==> src/shared/btc_pkg.sv <==
// Constants and types shared by the burst trigger control block.
package btc_pkg;
  // Register byte offsets on the APB slave.
  localparam logic [7:0] CTRL_OFS = 8'h00;
  localparam logic [7:0] NCYC_OFS = 8'h04;
  localparam logic [7:0] PERIOD_OFS = 8'h08;
  localparam logic [7:0] PHASE_OFS = 8'h0c;
  localparam logic [7:0] CMD_OFS = 8'h10;
  localparam logic [7:0] STATUS_OFS = 8'h14;
  localparam logic [7:0] PHDEG_OFS = 8'h18;
  // Field positions in the command register.
  localparam int CMD_TRIG = 0;
  localparam int CMD_BUSTRIG = 1;
  localparam int CMD_SETTINGS_A = 2;
  localparam int CMD_WAIT = 3;
  localparam int CMD_OPC = 4;
  localparam int CMD_OPCQ = 5;
  // Field positions in the status register.
  localparam int ST_BUSY = 0;
  localparam int ST_WAITBUS = 1;
  localparam int ST_OPCQ = 2;
  localparam int ST_OPCEV = 3;
  localparam int ST_WAITPEND = 4;
  localparam int ST_GATE = 5;
  // Burst cycle count limits and flag bit.
  localparam logic [15:0] NCYC_MIN = 16'h0001;
  localparam logic [15:0] NCYC_MAX = 16'hc350;
  localparam int NCYC_INF_BIT = 16;
  // Reset values.
  localparam logic [15:0] NCYC_RESET = 16'h0001;
  localparam logic [15:0] PHASE_RESET = 16'h0000;
  // Clock rate and the sync pulse width for bus triggering, strictly above 1 us.
  localparam int CLK_MHZ = 25;
  localparam int SYNC_PULSE_NS = 1000;
  localparam int SYNC_PULSE_CYC = (SYNC_PULSE_NS * CLK_MHZ) / 1000 + 1;
  // Default repeat period in microseconds (10 ms).
  localparam int REPEAT_DEFAULT_US = 10000;
  localparam int REPEAT_DEFAULT_CYC = REPEAT_DEFAULT_US * CLK_MHZ;
  // Milliradian to degree scale factor, Q16.
  localparam logic signed [15:0] MRAD_TO_DEG_Q16 = 16'sh0eab;

  // Trigger source choices.
  typedef enum logic [1:0] {
    SRC_INTERNAL = 2'b00,
    SRC_EXTERNAL = 2'b01,
    SRC_BUS = 2'b10
  } btc_src_type;

  // Burst engine states.
  typedef enum logic [1:0] {
    ST_IDLE = 2'b00,
    ST_RUN = 2'b01,
    ST_STOPPING = 2'b10
  } btc_state_type;

  // Control register layout, low bit last.
  typedef struct packed {
    logic modulationEnable;
    logic sweepEnable;
    logic gatedMode;
    logic syncOutEnable;
    logic syncOutEdgeSelect;
    logic gateLevelPolarity;
    logic inputEdgeSelect;
    btc_src_type triggerSourceSelect;
    logic phaseUnitSelect;
    logic burstEnable;
  } btc_ctrl_type;

  localparam btc_ctrl_type CTRL_RESET = '{
    modulationEnable: 1'b0, sweepEnable: 1'b0, gatedMode: 1'b0,
    syncOutEnable: 1'b0, syncOutEdgeSelect: 1'b0, gateLevelPolarity: 1'b0,
    inputEdgeSelect: 1'b0, triggerSourceSelect: SRC_INTERNAL,
    phaseUnitSelect: 1'b0, burstEnable: 1'b0};
endpackage : btc_pkg

==> src/btc_burst_trigger_control.sv <==
// Burst trigger control: APB registers, trigger selection, burst counting and sync out.
`timescale 1ns/100ps

// Notes on behaviour
// Burst off at reset; enabling clears sweep, modulation.
// Phase in degrees or radians; degrees readback.
// Each trigger outputs count cycles, then waits.
// Internal source repeats bursts every period.
// External edge starts burst; ignored while busy.
// Bus source: one burst per bus trigger.
// Waiting indicator while bus source idles.
// External/bus: count, phase kept; period ignored.
// Settings_a command resets source to internal.
// Wait command stalls commands until burst done.
// Completion answers pending OPC query, sets event.
// Input edge select: rising or falling, rising default.
// Gate polarity: true-high default, selectable.
// Sync edge marks each burst start when enabled.
// Internal source: sync square, half-period duty.
// External or gated: sync output forced off.
// Bus source: sync pulse above one microsecond.
// Sync enable off at reset, reads 0/1.
// Generic trigger launches under any source.
// Bus trigger acts only with bus source.
// Gated: run while true, finish cycle, hold.
// Count 1 to 50000 or infinite, default 1.
// Trigger pin synchronised and edge detected.
module btc_burst_trigger_control import btc_pkg::*; #(
  parameter logic [31:0] REPEAT_RESET = 32'(REPEAT_DEFAULT_CYC)
) (
  input wire logic clk,
  input wire logic sys_rst,
  input wire logic psel,
  input wire logic penable,
  input wire logic pwrite,
  input wire logic [7:0] paddr,
  input wire logic [31:0] pwdata,
  output logic [31:0] prdata,
  output logic pready,
  output logic pslverr,
  input wire logic trigInPin,
  input wire logic cycleEnd,
  output logic waveRun,
  output logic [15:0] startPhase,
  output logic phaseIsRadian,
  output logic syncOut,
  output logic syncOutOe,
  output logic sweepOn,
  output logic modulationOn,
  output logic waitingBus,
  output logic burstDone
);

  btc_ctrl_type ctrl; // Control settings.
  logic [15:0] burstCycleCount; // Cycles per burst.
  logic countInfinite; // Burst runs without end.
  logic [31:0] burstRepeatPeriod; // Repeat period in clock cycles.
  logic [15:0] burstStartPhase; // Signed phase, degrees or milliradians.
  btc_state_type state; // Burst engine state.
  logic [15:0] cyclesLeft; // Cycles still to output.
  logic [31:0] periodCount; // Repeat timer.
  logic [7:0] pulseCount; // Bus sync pulse timer.
  logic trigMeta; // First synchroniser stage.
  logic trigSync; // Second synchroniser stage.
  logic trigLast; // Previous synchronised level.
  logic waitPending; // Wait command held.
  logic opcQueryArmed; // Pending operation-complete query.
  logic opcQueryDone; // Query answer, reads 1 when done.
  logic opcCmdArmed; // Pending operation-complete command.
  logic opcEvent; // Event register bit 0.
  logic squareLevel; // Internal-source square wave.
  logic busPulse; // Bus-source sync pulse active.

  logic writeEn; // APB write strobe at the completing edge.
  logic stallSeen; // The bus was stalled by a wait at the previous edge.
  logic busy; // A burst is in progress.
  logic rawRise; // Synchronised rising edge.
  logic rawFall; // Synchronised falling edge.
  logic extEdge; // Edge of the selected polarity.
  logic gateTrue; // Gate level after polarity.
  logic periodTick; // Repeat timer expiry.
  logic cmdWrite; // Command register written.
  logic launch; // Burst start this cycle.
  logic finish; // Burst end this cycle.
  logic [31:0] next_prdata; // Read mux output.
  logic addrHit; // Address is mapped.

  // Converts the stored phase to whole degrees for display readback.
  function automatic logic [15:0] to_degrees(input logic [15:0] phase, input logic isRad);
    logic signed [31:0] product;
    product = 32'sh0;
    if (isRad) begin
      product = $signed(phase) * MRAD_TO_DEG_Q16;
      return product[31:16];
    end else begin
      return phase;
    end
  endfunction : to_degrees

  // Clamps a written count into the legal range.
  function automatic logic [15:0] clamp_count(input logic [15:0] value);
    if (value < NCYC_MIN) begin
      return NCYC_MIN;
    end else if (value > NCYC_MAX) begin
      return NCYC_MAX;
    end else begin
      return value;
    end
  endfunction : clamp_count

  // The wait command holds the bus until the running burst has ended, and one cycle more
  // so that read data is captured after the burst state has settled.
  assign pready = !(waitPending && busy) && !stallSeen;
  assign writeEn = psel && penable && pready && pwrite;
  assign cmdWrite = writeEn && (paddr == CMD_OFS);
  assign busy = (state != ST_IDLE);

  // Decodes the mapped addresses for the error answer.
  always_comb begin
    case (paddr)
      CTRL_OFS, NCYC_OFS, PERIOD_OFS, PHASE_OFS, CMD_OFS, STATUS_OFS, PHDEG_OFS: begin
        addrHit = 1'b1;
      end
      default: begin
        addrHit = 1'b0;
      end
    endcase
  end

  // Unmapped addresses answer with an error in the access phase.
  assign pslverr = psel && penable && !addrHit;

  // Control register; enabling burst switches sweep and modulation off.
  always_ff @(posedge clk) begin
    if (sys_rst) begin
      ctrl <= CTRL_RESET;
    end else if (writeEn && paddr == CTRL_OFS) begin
      ctrl <= btc_ctrl_type'(pwdata[10:0]);
      if (pwdata[0]) begin
        ctrl.sweepEnable <= 1'b0;
        ctrl.modulationEnable <= 1'b0;
      end
      if (pwdata[3:2] == 2'b11) begin
        ctrl.triggerSourceSelect <= SRC_INTERNAL; // The unused code falls back to internal.
      end
    end else if (cmdWrite && pwdata[CMD_SETTINGS_A]) begin
      ctrl.triggerSourceSelect <= SRC_INTERNAL;
    end
  end

  // Count, period and phase registers.
  always_ff @(posedge clk) begin
    if (sys_rst) begin
      burstCycleCount <= NCYC_RESET;
      countInfinite <= 1'b0;
      burstRepeatPeriod <= REPEAT_RESET;
      burstStartPhase <= PHASE_RESET;
    end else if (writeEn) begin
      if (paddr == NCYC_OFS) begin
        burstCycleCount <= clamp_count(pwdata[15:0]);
        countInfinite <= pwdata[NCYC_INF_BIT];
      end
      if (paddr == PERIOD_OFS) begin
        // A zero period would never tick, so it is raised to one cycle.
        burstRepeatPeriod <= (pwdata == 32'h0) ? 32'h1 : pwdata;
      end
      if (paddr == PHASE_OFS) begin
        burstStartPhase <= pwdata[15:0];
      end
    end
  end

  // Two flip-flops bring the trigger pin into the clock domain.
  always_ff @(posedge clk) begin
    if (sys_rst) begin
      trigMeta <= 1'b0;
      trigSync <= 1'b0;
      trigLast <= 1'b0;
    end else begin
      trigMeta <= trigInPin;
      trigSync <= trigMeta;
      trigLast <= trigSync;
    end
  end

  // One-cycle edges and the polarity-corrected gate level.
  assign rawRise = trigSync && !trigLast;
  assign rawFall = !trigSync && trigLast;
  assign extEdge = ctrl.inputEdgeSelect ? rawFall : rawRise;
  assign gateTrue = ctrl.gateLevelPolarity ? !trigSync : trigSync;

  // Repeat timer; only the internal source looks at the period.
  always_ff @(posedge clk) begin
    if (sys_rst) begin
      periodCount <= 32'h0;
    end else if (!ctrl.burstEnable || ctrl.gatedMode
                 || ctrl.triggerSourceSelect != SRC_INTERNAL) begin
      periodCount <= 32'h0;
    end else if (launch || periodCount == burstRepeatPeriod - 32'h1) begin
      periodCount <= 32'h0;
    end else begin
      periodCount <= periodCount + 32'h1;
    end
  end

  assign periodTick = ctrl.triggerSourceSelect == SRC_INTERNAL
                      && periodCount == burstRepeatPeriod - 32'h1;

  // Accepted triggers; any trigger while a burst runs is dropped.
  always_comb begin
    launch = 1'b0;
    if (ctrl.burstEnable && !ctrl.gatedMode && !busy) begin
      if (cmdWrite && pwdata[CMD_TRIG]) begin
        launch = 1'b1;
      end
      if (cmdWrite && pwdata[CMD_BUSTRIG] && ctrl.triggerSourceSelect == SRC_BUS) begin
        launch = 1'b1;
      end
      if (extEdge && ctrl.triggerSourceSelect == SRC_EXTERNAL) begin
        launch = 1'b1;
      end
      if (periodTick) begin
        launch = 1'b1;
      end
    end
    if (ctrl.burstEnable && ctrl.gatedMode && !busy && gateTrue) begin
      launch = 1'b1;
    end
  end

  // Burst engine: counts waveform cycles or follows the gate.
  always_ff @(posedge clk) begin
    if (sys_rst) begin
      state <= ST_IDLE;
      cyclesLeft <= 16'h0;
    end else begin
      case (state)
        ST_IDLE: begin
          if (launch) begin
            state <= ST_RUN;
            cyclesLeft <= burstCycleCount;
          end
        end
        ST_RUN: begin
          if (!ctrl.burstEnable) begin
            state <= ST_STOPPING; // Leaving burst mode still ends on a cycle edge.
          end else if (ctrl.gatedMode) begin
            if (!gateTrue) begin
              state <= cycleEnd ? ST_IDLE : ST_STOPPING;
            end
          end else if (cycleEnd && !countInfinite) begin
            cyclesLeft <= cyclesLeft - 16'h1;
            if (cyclesLeft == 16'h1) begin
              state <= ST_IDLE;
            end
          end
        end
        ST_STOPPING: begin
          if (cycleEnd) begin
            state <= ST_IDLE;
          end
        end
        default: begin
          state <= ST_IDLE;
        end
      endcase
    end
  end

  // Burst end, as seen by the completion logic.
  assign finish = busy && (
    (state == ST_STOPPING && cycleEnd)
    || (state == ST_RUN && ctrl.burstEnable && ctrl.gatedMode && !gateTrue && cycleEnd)
    || (state == ST_RUN && ctrl.burstEnable && !ctrl.gatedMode && cycleEnd
        && !countInfinite && cyclesLeft == 16'h1));

  // Wait and operation-complete bookkeeping; a set beats a clear.
  always_ff @(posedge clk) begin
    if (sys_rst) begin
      waitPending <= 1'b0;
      opcQueryArmed <= 1'b0;
      opcQueryDone <= 1'b0;
      opcCmdArmed <= 1'b0;
      opcEvent <= 1'b0;
    end else begin
      if (cmdWrite && pwdata[CMD_WAIT]) begin
        waitPending <= 1'b1;
      end else if (!busy) begin
        waitPending <= 1'b0;
      end
      if (cmdWrite && pwdata[CMD_OPCQ]) begin
        opcQueryArmed <= busy;
        opcQueryDone <= !busy;
      end else if (opcQueryArmed && (finish || !busy)) begin
        opcQueryArmed <= 1'b0;
        opcQueryDone <= 1'b1;
      end
      if (cmdWrite && pwdata[CMD_OPC]) begin
        opcCmdArmed <= busy;
      end else if (opcCmdArmed && (finish || !busy)) begin
        opcCmdArmed <= 1'b0;
      end
      if ((opcCmdArmed && (finish || !busy)) || (cmdWrite && pwdata[CMD_OPC] && !busy)) begin
        opcEvent <= 1'b1;
      end else if (writeEn && paddr == STATUS_OFS && pwdata[ST_OPCEV]) begin
        opcEvent <= 1'b0;
      end
    end
  end

  // Sync sources: a square wave for internal repeat, a pulse for bus triggers.
  always_ff @(posedge clk) begin
    if (sys_rst) begin
      squareLevel <= 1'b0;
      pulseCount <= 8'h0;
      busPulse <= 1'b0;
    end else begin
      if (launch) begin
        squareLevel <= 1'b1;
      end else if (periodCount == (burstRepeatPeriod >> 1) - 32'h1) begin
        squareLevel <= 1'b0;
      end
      if (launch && ctrl.triggerSourceSelect == SRC_BUS) begin
        busPulse <= 1'b1;
        pulseCount <= 8'(SYNC_PULSE_CYC - 1);
      end else if (pulseCount != 8'h0) begin
        pulseCount <= pulseCount - 8'h1;
      end else begin
        busPulse <= 1'b0;
      end
    end
  end

  // Drives the shared sync connector, or releases it to the trigger input.
  always_ff @(posedge clk) begin
    if (sys_rst) begin
      syncOut <= 1'b0;
      syncOutOe <= 1'b0;
    end else if (!ctrl.syncOutEnable || ctrl.gatedMode
                 || ctrl.triggerSourceSelect == SRC_EXTERNAL) begin
      syncOut <= 1'b0;
      syncOutOe <= 1'b0;
    end else begin
      syncOutOe <= 1'b1;
      if (ctrl.triggerSourceSelect == SRC_INTERNAL) begin
        syncOut <= squareLevel ^ ctrl.syncOutEdgeSelect;
      end else begin
        syncOut <= busPulse ^ ctrl.syncOutEdgeSelect;
      end
    end
  end

  // Read multiplexer.
  always_comb begin
    case (paddr)
      CTRL_OFS: next_prdata = {21'h0, ctrl};
      NCYC_OFS: next_prdata = {15'h0, countInfinite, burstCycleCount};
      PERIOD_OFS: next_prdata = burstRepeatPeriod;
      PHASE_OFS: next_prdata = {16'h0, burstStartPhase};
      STATUS_OFS: next_prdata = {26'h0, gateTrue, waitPending, opcEvent, opcQueryDone,
                                 waitingBus, busy};
      PHDEG_OFS: next_prdata = {16'h0, to_degrees(burstStartPhase, ctrl.phaseUnitSelect)};
      default: next_prdata = 32'h0;
    endcase
  end

  // Read data is captured in setup and in each stalled access cycle, so a registered
  // value stands at the completing edge; it then holds until the next read.
  always_ff @(posedge clk) begin
    if (sys_rst) begin
      prdata <= 32'h0;
      stallSeen <= 1'b0;
    end else begin
      stallSeen <= waitPending && busy;
      if (psel && !pwrite && !(penable && pready)) begin
        prdata <= next_prdata;
      end
    end
  end

  // Registered status outputs toward the synthesiser and panel.
  always_ff @(posedge clk) begin
    if (sys_rst) begin
      waitingBus <= 1'b0;
      burstDone <= 1'b0;
    end else begin
      waitingBus <= ctrl.burstEnable && !ctrl.gatedMode
                    && ctrl.triggerSourceSelect == SRC_BUS && !busy && !launch;
      burstDone <= finish;
    end
  end

  // The synthesiser runs while a burst is active and holds the start phase otherwise.
  assign waveRun = busy;
  assign startPhase = burstStartPhase;
  assign phaseIsRadian = ctrl.phaseUnitSelect;
  assign sweepOn = ctrl.sweepEnable;
  assign modulationOn = ctrl.modulationEnable;

endmodule : btc_burst_trigger_control

==> config.mk <==
export PLATFORM = sky130hd
export DESIGN_NAME = btc_burst_trigger_control
export DESIGN_NICKNAME = d
export VERILOG_FILES = /design/src/shared/btc_pkg.sv /design/src/btc_burst_trigger_control.sv
export SDC_FILE = /design/constraint.sdc
export NUM_CORES = 1
export LEC_CHECK = 0
export BUFFER_PORTS_ARGS = -buffer_cell sky130_fd_sc_hd__buf_2
export CAP_MARGIN = 20
export CORE_ASPECT_RATIO = 1.1
export CORE_MARGIN = 1
export CORE_UTILIZATION = 30
export DETAILED_ROUTE_END_ITERATION = 8
export GPL_ROUTABILITY_DRIVEN = 0
export PLACE_DENSITY = 0.5
export SLEW_MARGIN = 20
export SYNTH_ARGS = -nofsm -noshare
export SYNTH_HDL_FRONTEND = slang
export SYNTH_SLANG_ARGS = --single-unit
==> constraint.sdc <==
create_clock -name clk -period 6.93 [get_ports clk]
set_input_delay 1.386 -clock clk [delete_from_list [all_inputs] [get_ports clk]]
set_output_delay 1.386 -clock clk [all_outputs]
set_load 0.005 [all_outputs]
==> results of run 1 <==
[state kept, by name (all words and copies together), names as in the netlist, 2 cells and up]
register,cells
burstRepeatPeriod,32
periodCount,32
prdata,32
burstCycleCount,16
cyclesLeft,16
startPhase,16
ctrl,8
pulseCount,8
state,2
[layout by cell type, fill, tap and decap left out, drive strengths merged, types with 22 or more instances in the layout]
cell | synthesis | layout
a21oi | 126 | 126
buf | 29 | 118
dfxtp | 181 | 181
fa | 85 | 85
ha | 106 | 106
inv | 181 | 183
mux2i | 22 | 22
nand2 | 205 | 205
nand3 | 53 | 53
nand4 | 23 | 23
nor2 | 141 | 141
nor3 | 49 | 49
nor4 | 41 | 41
o21ai | 55 | 55
xnor2 | 72 | 72
xor2 | 56 | 56
[logic make-up after synthesis]
| logic type | synth area share, % |
|---|---|
| AO/OA/AOI/OAI | 14.9 |
| buffers and inverters | 8.01 |
| AND/OR/NAND/NOR | 22.0 |
| flip-flops | 24.7 |
| adder cells (fa/ha/maj) | 20.6 |
| XOR/XNOR | 7.64 |
| multiplexers | 2.12 |
[layout make-up]
type                            count  area share [%]
Clock inverter                     10           0.755
Sequential cell                   181            22.3
Tap cell                          645            4.97
Timing Repair Buffer              118            3.87
Clock buffer                       21            2.84
Inverter                          182            4.21
Multi-Input combinational cell   1314            61.0
[metal layers]
layer / routed length (um) / share of wire [%] / vias to the layer above / track usage, %
li1: - / - / 6177 / -
met3: 2710 / 5.5 / 63 / 2.95
met4: 976 / 2.0 / 0 / 5.49
met1: 21200 / 43 / 6319 / 25.8
met5: 0 / 0 / - / 0
met2: 24000 / 49 / 371 / 34.5
[metrics by stage]
stage	area [um^2]	utilization, %	worst slack, ns	hold WS (ns)
final	16200	33.8	1.29	0.453
after global routing	16200	33.8	1.10	0.474
after CTS	16200	33.8	1.36	0.454
after detailed placement	15600	32.6	1.35	0.441
after global placement	15600	32.6	1.49	0.442
after floorplan	14700	-	2.04	0.414
[cell usage after synthesis (22+ instances only)]
cell type | number | area [um^2]
mux2i_1 | 22 | 220
nor2_1 | 140 | 526
nand3_1 | 53 | 265
o21ai_0 | 54 | 270
xnor2_1 | 72 | 631
dfxtp_1 | 181 | 3620
inv_1 | 181 | 679
fa_1 | 85 | 1700
nand2_1 | 205 | 769
ha_1 | 106 | 1330
a21oi_1 | 126 | 631
nor3_1 | 45 | 225
xor2_1 | 56 | 490
clkbuf_1 | 78 | 293
nor4_1 | 36 | 225
[worst min-delay path, cell delays in order, from the launching register on]
cell and delay (ns):
dfxtp_1 0.31, nand2_1 0.05, a21oi_1 0.05
[where the power goes]
group	internal [uW]	switching (uW)
clock network	553	458
registers	1060	20.0
logic	82.7	125
total	1700	602
[how the worst max path moves through the flow]
stage                                start                      end  slack (ns)  depth (start not counted)
2_1_floorplan   startPhase[3]$_SDFFE_PP0P_  prdata[10]$_SDFFE_PP0P_        2.04                         16
4_1_cts        startPhase[10]$_SDFFE_PP0P_  prdata[10]$_SDFFE_PP0P_        1.36                         18
3_5_place_dp   startPhase[10]$_SDFFE_PP0P_  prdata[10]$_SDFFE_PP0P_        1.35                         18
3_3_place_gp    startPhase[6]$_SDFFE_PP0P_  prdata[10]$_SDFFE_PP0P_        1.49                         16
6_report       startPhase[10]$_SDFFE_PP0P_  prdata[10]$_SDFFE_PP0P_        1.29                         15
5_1_grt        startPhase[10]$_SDFFE_PP0P_  prdata[10]$_SDFFE_PP0P_        1.10                         18
==> impl_results.md, run 1 <==
* GRT overflow at 0
* Die X at 213 um
* WS Path Type: register to register
* Fmax at 177 MHz
* Inst Count DP at 2440
* R2R depth at 15
* Tot Pwr at 2300 uW
* Post_cts resized at 0
* Worst path slowest cell: dfxtp_1
* Final Hold Fails at 0
* Final setup violation count at 0
* Hold wc startpoint: prdata[26]$_SDFFE_PP0P_
* Period minus WS final at 5.64 ns
* Most frequent CP cell: fa_1
* Worst r2r src: startPhase[10]$_SDFFE_PP0P_
* Initial Utilization at 30.5%
* Number of synthesized flops with an enable pin at 0
* DRC Markers at 0
* Worst-margin pin slew at 1.06 ns
* Core area at 48000 um^2
* Asr flop ratio synth at 0%
* Routed len/inst at 19.8 um
* Largest net degree at the start of global routing at 80
* Crit-path leading delay family: adder cells
* Row count at 84
* Max_cap viols at 0
* H-tree depth at 4
* Crit path capture type: register
* Hpwl dp at 37300 um
* Clock latency on the worst-skew pair at 0.45 ns
* Synth unique cells at 82
* Area Growth Syn to Fin at 10.6%
* # nets final at 2052
* Worst Path Buf+Inv at 2
* DRT iter0 DRCs at 1046
* Reg clk slew, reported paths at 0.08 ns
* Largest buffer count on any clock path at 2
* Max VDD drop at 0.000142 V
* Die height at 234 um
* RSZ-0062 raised after global routing: no
* Routed Antenna Nets at 0
* Area of the multi-input gates at 9910 um^2
* Crit path required time at 7.31 ns
* Critical path's largest stage delay at 0.63 ns
* Vias in the first global route at 12600
* Clk_skew at 0.0121 ns
* Post-route setup TNS at 0 ns
* Port bufs at 104
* Fill cells at 5066
* Avg Inst Size Synth at 8.22 um^2
* Total track usage at 20.0%
* Drt first pass iters at 6
* Sink Count at 181
* Worst hold path type: register to register
* FF+latch count, synth at 181
* Root buf cell: clkbuf_16
* Pwr per Cell Area at 142 nW/um^2
* Rel. slew slack at 29.1%
* Hold Buf Count CTS at 0
* Die Area at 49800 um^2
* Fin crit share at 81.4%
* FF-to-FF setup slack at 1.29 ns
* Initial antenna violation count at 2
* CP max FO at 9
* Share of cells above drive strength 1 at 11.3%
* Hold EP: prdata[26]$_SDFFE_PP0P_
* Synthesized net count at 2023
* Post-CTS Setup Inserts at 0
* Post-synthesis sequential area ratio at 24.7%
* CP Cell Sequence: ha_1 > fa_1 > fa_1 > fa_1 > inv_1 > fa_1 > inv_1 > ha_1 > or3_1 > a221oi_1 > nor3_1 > o2111ai_1 > a21oi_1 > or4_1 > o21ai_0
* Leak at 0.00696 uW
* ANT cells at 0
* Reg2reg end: prdata[10]$_SDFFE_PP0P_
* Vias per cell at 5.23
* Hold path depth at 2
* Register Area at 3620 um^2
* Post-synth top flop: dfxtp_1
* Synth warn at 0
* CP Launch Type: register
* Ports at 105
* Vias at 12900
* Syn Std Cell Area at 14700 um^2
* TritonCTS clock tree: built
* Total Routed Length at 49000 um
* Slew Limit Fails at 0
* Worst EP arrival at 6.02 ns
* Status: complete, no violations
* Final non-filler cell total at 2471
* CTS buffer count at 17
* Mapped Cells at 1785
* First-pass GRT wire length at 75500 um
(Power assumes the default switching activity.)
==> run 2, diff against run 1 <==
--- a/config.mk
+++ b/config.mk
@@ -12,7 +12,7 @@
 export CORE_UTILIZATION = 30
 export DETAILED_ROUTE_END_ITERATION = 8
 export GPL_ROUTABILITY_DRIVEN = 0
-export PLACE_DENSITY = 0.5
+export PLACE_DENSITY = 0.52
 export SLEW_MARGIN = 20
 export SYNTH_ARGS = -nofsm -noshare
 export SYNTH_HDL_FRONTEND = slang
==> constraint.sdc (replaced) <==
create_clock -name clk -period 4.85 [get_ports clk]
set_input_delay 0.97 -clock clk [delete_from_list [all_inputs] [get_ports clk]]
set_output_delay 0.97 -clock clk [all_outputs]
set_load 0.005 [all_outputs]
==> run 2 against run 1 <==
The flow now finishes with violations (setup timing); worst hold slack worse by 0.0034 ns; final cell count up 4.1%; count of clock-buffer cells in the layout down 2; critical endpoint unchanged; sequential share of layout area down 1.3 points; die area unchanged; via count up 4.1%; fmax up 16%.
==> impl_results.md, run 2 (synthesis gave the netlist of run 1 again) <==
* Status: finished, violations left
* Failing checks: setup timing
* GRT overflow at 0
* Die Area at 49800 um^2
* Crit path required time at 5.24 ns
* Reg2reg end: prdata[10]$_SDFFE_PP0P_
* Hold EP: trigSync$_SDFF_PP0_
* Worst hold path type: register to register
* CP max FO at 4
* CP Launch Type: register
* Inst Count DP at 2531
* Area Growth Syn to Fin at 18.4%
* Initial Utilization at 30.5%
* Die height at 234 um
* RSZ-0062 raised after global routing: yes
* Initial antenna violation count at 3
* Share of cells above drive strength 1 at 18.9%
* WS Path Type: register to register
* Clk_skew at 0.0183 ns
* Rel. slew slack at 30.6%
* Die X at 213 um
* TritonCTS clock tree: built
* Top Layer Used: met4
* Largest net degree at the start of global routing at 78
* Fin crit share at 100%
* Row count at 84
* Cell Area, Placed at 16300 um^2
* DRT iter0 DRCs at 979
* Util after Layout at 36.2%
* Root buf cell: clkbuf_16
* Hold Buf Count CTS at 0
* Met1 wire length at 21100 um
* Commonest non-fill, non-tap cell in the layout: nand2_1
* Met2 wire len at 24200 um
* Crit path capture type: register
* Hold wc startpoint: trigMeta$_SDFF_PP0_
* Final setup violation count at 1
* H-tree depth at 4
* Worst r2r src: startPhase[10]$_SDFFE_PP0P_
* Sink Count at 181
* Fmax at 206 MHz
* Total Routed Length at 49300 um
* Worst-margin pin slew at 1.03 ns
* Port bufs at 104
* Setup slack after layout at -0.0153 ns
* Slew Limit Fails at 0
* Biggest regs: burstRepeatPeriod x32, periodCount x32, prdata x32
* Routed Antenna Nets at 0
* Total track usage at 20.2%
* Vias in the first global route at 13400
* Final Instance Area at 17400 um^2
* Final non-filler cell total at 2573
* R2R depth at 17
* Final Hold Fails at 0
* Drt first pass iters at 6
* Hpwl dp at 38000 um
* Post-route setup TNS at -0.0153 ns
* DRC Markers at 0
* Worst EP arrival at 5.25 ns
* Clock latency on the worst-skew pair at 0.45 ns
* Ports at 105
* WL met3 at 2490 um
* Most frequent cells in the layout: 205 x nand2_1, 174 x inv_1, 168 x dfxtp_1
* Routed len/inst at 19.2 um
* Reg clk slew, reported paths at 0.07 ns
* CTS buffer count at 17
* Max_cap viols at 0
* Vias per cell at 5.23
* Hold path depth at 1
* Period minus WS final at 4.87 ns
* Max VDD drop at 0.000200 V
* Pwr per Cell Area at 200 nW/um^2
* Vias at 13500
* # nets final at 2151
* Leak at 0.00751 uW
* Largest buffer count on any clock path at 2
* First-pass GRT wire length at 77100 um
* FF-to-FF setup slack at -0.02 ns
* Core area at 48000 um^2
-- run 2: changes by cell type in the layout (fill, tap and decap cells not counted), moves of 5 or more --
cell | before | now
ha_1 | 106 | 94
buf_4 | 15 | 109
o21ai_0 | 54 | 49
ha_4 | 0 | 10
dfxtp_1 | 181 | 168
inv_2 | 0 | 7
a21oi_2 | 0 | 5
inv_1 | 181 | 174
a21oi_1 | 126 | 121
dfxtp_2 | 0 | 7
dfxtp_4 | 0 | 6
-- run 2: layout make-up --
class                      instances  area, um^2
multi-input combinational       1314       10100
sequential                       181        3650
inverter                         182         683
clock inverter                    12         215
timing repair buffer             217        1400
antenna                            3        7.51
clock buffer                      19         453
fill                            5032       30700
tap                              645         807
-- run 2: through the flow --
| stage | setup WS, ns | power [uW] | hold WS, ns |
|---|---|---|---|
| after detailed placement | -0.278 | 1870 | 0.442 |
| after CTS | -0.00557 | 3510 | 0.453 |
| final | -0.0153 | 3480 | 0.450 |
| after global routing | -0.182 | 3600 | 0.469 |
| after floorplan | 0.00220 | 1770 | 0.414 |
| after global placement | -0.206 | 1870 | 0.441 |
-- run 2: worst max path at each step --
stage / startpoint / end / slack [ns]
4_1_cts: startPhase[10]$_SDFFE_PP0P_ / prdata[10]$_SDFFE_PP0P_ / -0.006
5_1_grt: startPhase[10]$_SDFFE_PP0P_ / prdata[10]$_SDFFE_PP0P_ / -0.18
2_1_floorplan: startPhase[1]$_SDFFE_PP0P_ / prdata[10]$_SDFFE_PP0P_ / 0.002
6_report: startPhase[10]$_SDFFE_PP0P_ / prdata[10]$_SDFFE_PP0P_ / -0.02
3_3_place_gp: startPhase[2]$_SDFFE_PP0P_ / prdata[10]$_SDFFE_PP0P_ / -0.21
3_5_place_dp: startPhase[2]$_SDFFE_PP0P_ / prdata[10]$_SDFFE_PP0P_ / -0.28
-- run 2: critical path, stage by stage (launching register included) --
cell	delay (ns)
dfxtp_4	0.36
buf_6	0.12
ha_4	0.24
fa_1	0.56
fa_1	0.44
fa_1	0.54
inv_2	0.04
fa_1	0.47
inv_1	0.04
ha_2	0.16
or3_1	0.37
a221oi_2	0.20
buf_4	0.19
nor3_4	0.06
o2111ai_2	0.24
a21oi_2	0.10
or4_1	0.52
o21ai_1	0.13
-- run 2: where the power goes --
group | internal, uW | leakage (uW) | switching, uW
Sequential | 1520 | 0.00147 | 28.5
Combinational | 119 | 0.00571 | 177
Clock | 954 | 0.000325 | 681
Total | 2590 | 0.00751 | 887
-- run 2: what timing repair did --
| item | CTS | global route |
|---|---|---|
| endpoints found under the setup margin | 14 | 14 |
| pin swaps | 15 | 37 |
| buffers inserted | 3 | 5 |
| gates resized for setup | 29 | 40 |
-- run 2: metal layers --
metal | GRT usage, % | vias to the layer above
met5 | 0 | -
met4 | 7.76 | 0
met3 | 2.25 | 81
met2 | 34.9 | 407
met1 | 25.8 | 6586
li1 | - | 6389
==> run 3, diff against run 2 <==
--- a/config.mk
+++ b/config.mk
@@ -9,10 +9,10 @@
 export CAP_MARGIN = 20
 export CORE_ASPECT_RATIO = 1.1
 export CORE_MARGIN = 1
-export CORE_UTILIZATION = 30
+export CORE_UTILIZATION = 42
 export DETAILED_ROUTE_END_ITERATION = 8
 export GPL_ROUTABILITY_DRIVEN = 0
-export PLACE_DENSITY = 0.52
+export PLACE_DENSITY = 0.66
 export SLEW_MARGIN = 20
 export SYNTH_ARGS = -nofsm -noshare
 export SYNTH_HDL_FRONTEND = slang
==> run 3 against run 2 <==
The flow now finishes without violations; clock power is 12% lower; final cell count fell by 8.7%; routed wire length fell by 7.2%; highest routed layer unchanged.
==> impl_results.md, run 3 (synthesis gave the netlist of run 1 again) <==
* Status: complete, no violations
* Share of cells above drive strength 1 at 19.5%
* Final Hold Fails at 0
* CP Cell Sequence: buf_4 > buf_6 > ha_1 > inv_1 > fa_1 > inv_2 > fa_1 > inv_1 > fa_1 > fa_1 > inv_2 > ha_4 > buf_6 > a21oi_4 > nor2b_2 > nor2_2 > a21oi_2 > or4_1 > o21ai_1
* Reg clk slew, reported paths at 0.08 ns
* First-pass GRT wire length at 72000 um
* Period minus WS final at 4.74 ns
* Clock power frac at 44.0%
* Drt first pass iters at 5
* Commonest non-fill, non-tap cell in the layout: nand2_1
* Vias in the first global route at 13100
* Port bufs at 104
* Core area at 34300 um^2
* Seq pwr share at 47.2%
* Worst EP arrival at 5.12 ns
* DRT iter0 DRCs at 1133
* Root buf cell: clkbuf_16
* Initial antenna violation count at 0
* NetSw at 909 uW
* Max VDD drop at 0.000226 V
* Area Growth Syn to Fin at 16.3%
* Pre-CTS WS at -0.216 ns
* Pwr per Cell Area at 192 nW/um^2
* Setup slack after layout at 0.110 ns
* Critical path's largest stage delay at 0.63 ns
* # nets final at 2135
* Clock latency on the worst-skew pair at 0.46 ns
* R2R depth at 19
* P_int at 2370 uW
* Slew Limit Fails at 0
* Crit path required time at 5.23 ns
* Total Routed Length at 45700 um
* TritonCTS clock tree: built
* Hold path depth at 2
* Critical path depth in cells at 19
* Most frequent CP cell: fa_1
* H-tree depth at 4
* Vias at 13600
* Crit-path leading delay family: adder cells
* Routed Antenna Nets at 0
* Worst Path Buf+Inv at 7
* Largest net degree at the start of global routing at 80
* CTS buffer count at 17
* Total track usage at 25.8%
* Ports at 105
* Routed len/inst at 19.5 um
* Initial Utilization at 42.8%
* Final setup violation count at 0
* CP max FO at 4
* Die height at 198 um
* Logic gate share of total power at 8.8%
* Hpwl dp at 34400 um
* Clk_skew at 0.0231 ns
* Worst hold path type: register to register
* Max_cap viols at 0
* Rel. slew slack at 33.8%
* Fin crit share at 97.7%
* Die X at 180 um
* Vias per cell at 5.78
* Largest buffer count on any clock path at 2
* Sink Count at 181
* DRC Markers at 0
* Most frequent cells in the layout: 205 x nand2_1, 168 x dfxtp_1, 167 x inv_1
* Row count at 71
* Leak at 0.00734 uW
* CP Launch Type: register
* Fmax at 211 MHz
* Die Area at 35700 um^2
* Sw frac at 27.8%
* Biggest regs: burstRepeatPeriod x32, periodCount x32, prdata x32
* WS Path Type: register to register
* Worst-margin pin slew at 0.993 ns
* GRT overflow at 0
* Worst path slowest cell: fa_1
* Util after Layout at 49.8%
* Crit path capture type: register
==> run 3: cell count changes in the layout (fill, tap and decap cells not counted), sizes merged <==
| cell | previous run | this run |
|---|---|---|
| clkinvlp | 1 | 3 |
| clkbuf | 19 | 17 |
| clkinv | 2 | 7 |
| buf | 217 | 201 |
| bufinv | 5 | 1 |
| diode | 3 | 1 |
==> run 3: area by class of cell <==
cell class	instances	area, um^2
Multi-Input combinational cell	1314	10300
Inverter	182	683
Antenna cell	1	2.50
Clock buffer	17	425
Sequential cell	181	3660
Fill cell	3207	17200
Tap cell	438	548
Timing Repair Buffer	201	1280
Clock inverter	15	168
==> run 3: per-layer routing <==
layer	wire [um]	part of all wire [%]	GRT usage, %
met1	18700	41	32.3
met2	21400	47	42.9
met3	3140	6.9	3.62
met4	2480	5.4	14.0
met5	0	0	0
==> run 3: power by group through the flow <==
stage	clock network [uW]	registers (uW)	logic, uW
global route	1510	1550	319
detailed placement	0	1580	286
finish	1440	1540	289
CTS	1460	1550	287
global placement	0	1580	279
floorplan	0	1570	199
==> run 3: path summary, 6_finish.rpt <==
| check | slack (ns) | startpoint | endpoint |
|---|---|---|---|
| max reg2reg | 0.11 | startPhase[12]$_SDFFE_PP0P_ | prdata[10]$_SDFFE_PP0P_ |
| min | 0.45 | prdata[17]$_SDFFE_PP0P_ | prdata[17]$_SDFFE_PP0P_ |
| min reg2reg | 0.45 | prdata[17]$_SDFFE_PP0P_ | prdata[17]$_SDFFE_PP0P_ |
| max | 0.11 | startPhase[12]$_SDFFE_PP0P_ | prdata[10]$_SDFFE_PP0P_ |
==> run 3: tightest hold or removal path: cells and delay by family, from the launching register on <==
family	cells	cell delay (ns)
flops	1	0.31
simple gates	1	0.05
compound gates	1	0.05
==> run 3: what timing repair did <==
item / 4_1_cts / 5_1_grt
setup endpoints to repair: 12 / 15
resized for setup: 18 / 83
pin swaps: 4 / 54
hold buffers: 0 / 0
setup buffers: 2 / 7
==> run 3: per-stage QoR <==
stage	hold slack, ns	cell area [um^2]	setup TNS, ns	instances	power (uW)
after global placement	0.440	16000	-0.280	2307	1860
final	0.450	17100	0	2349	3270
after floorplan	0.414	14700	0	1785	1770
after global routing	0.465	17100	-0.0228	2348	3380
after detailed placement	0.440	16000	-1.24	2307	1870
after CTS	0.451	16600	-0.0407	2341	3290
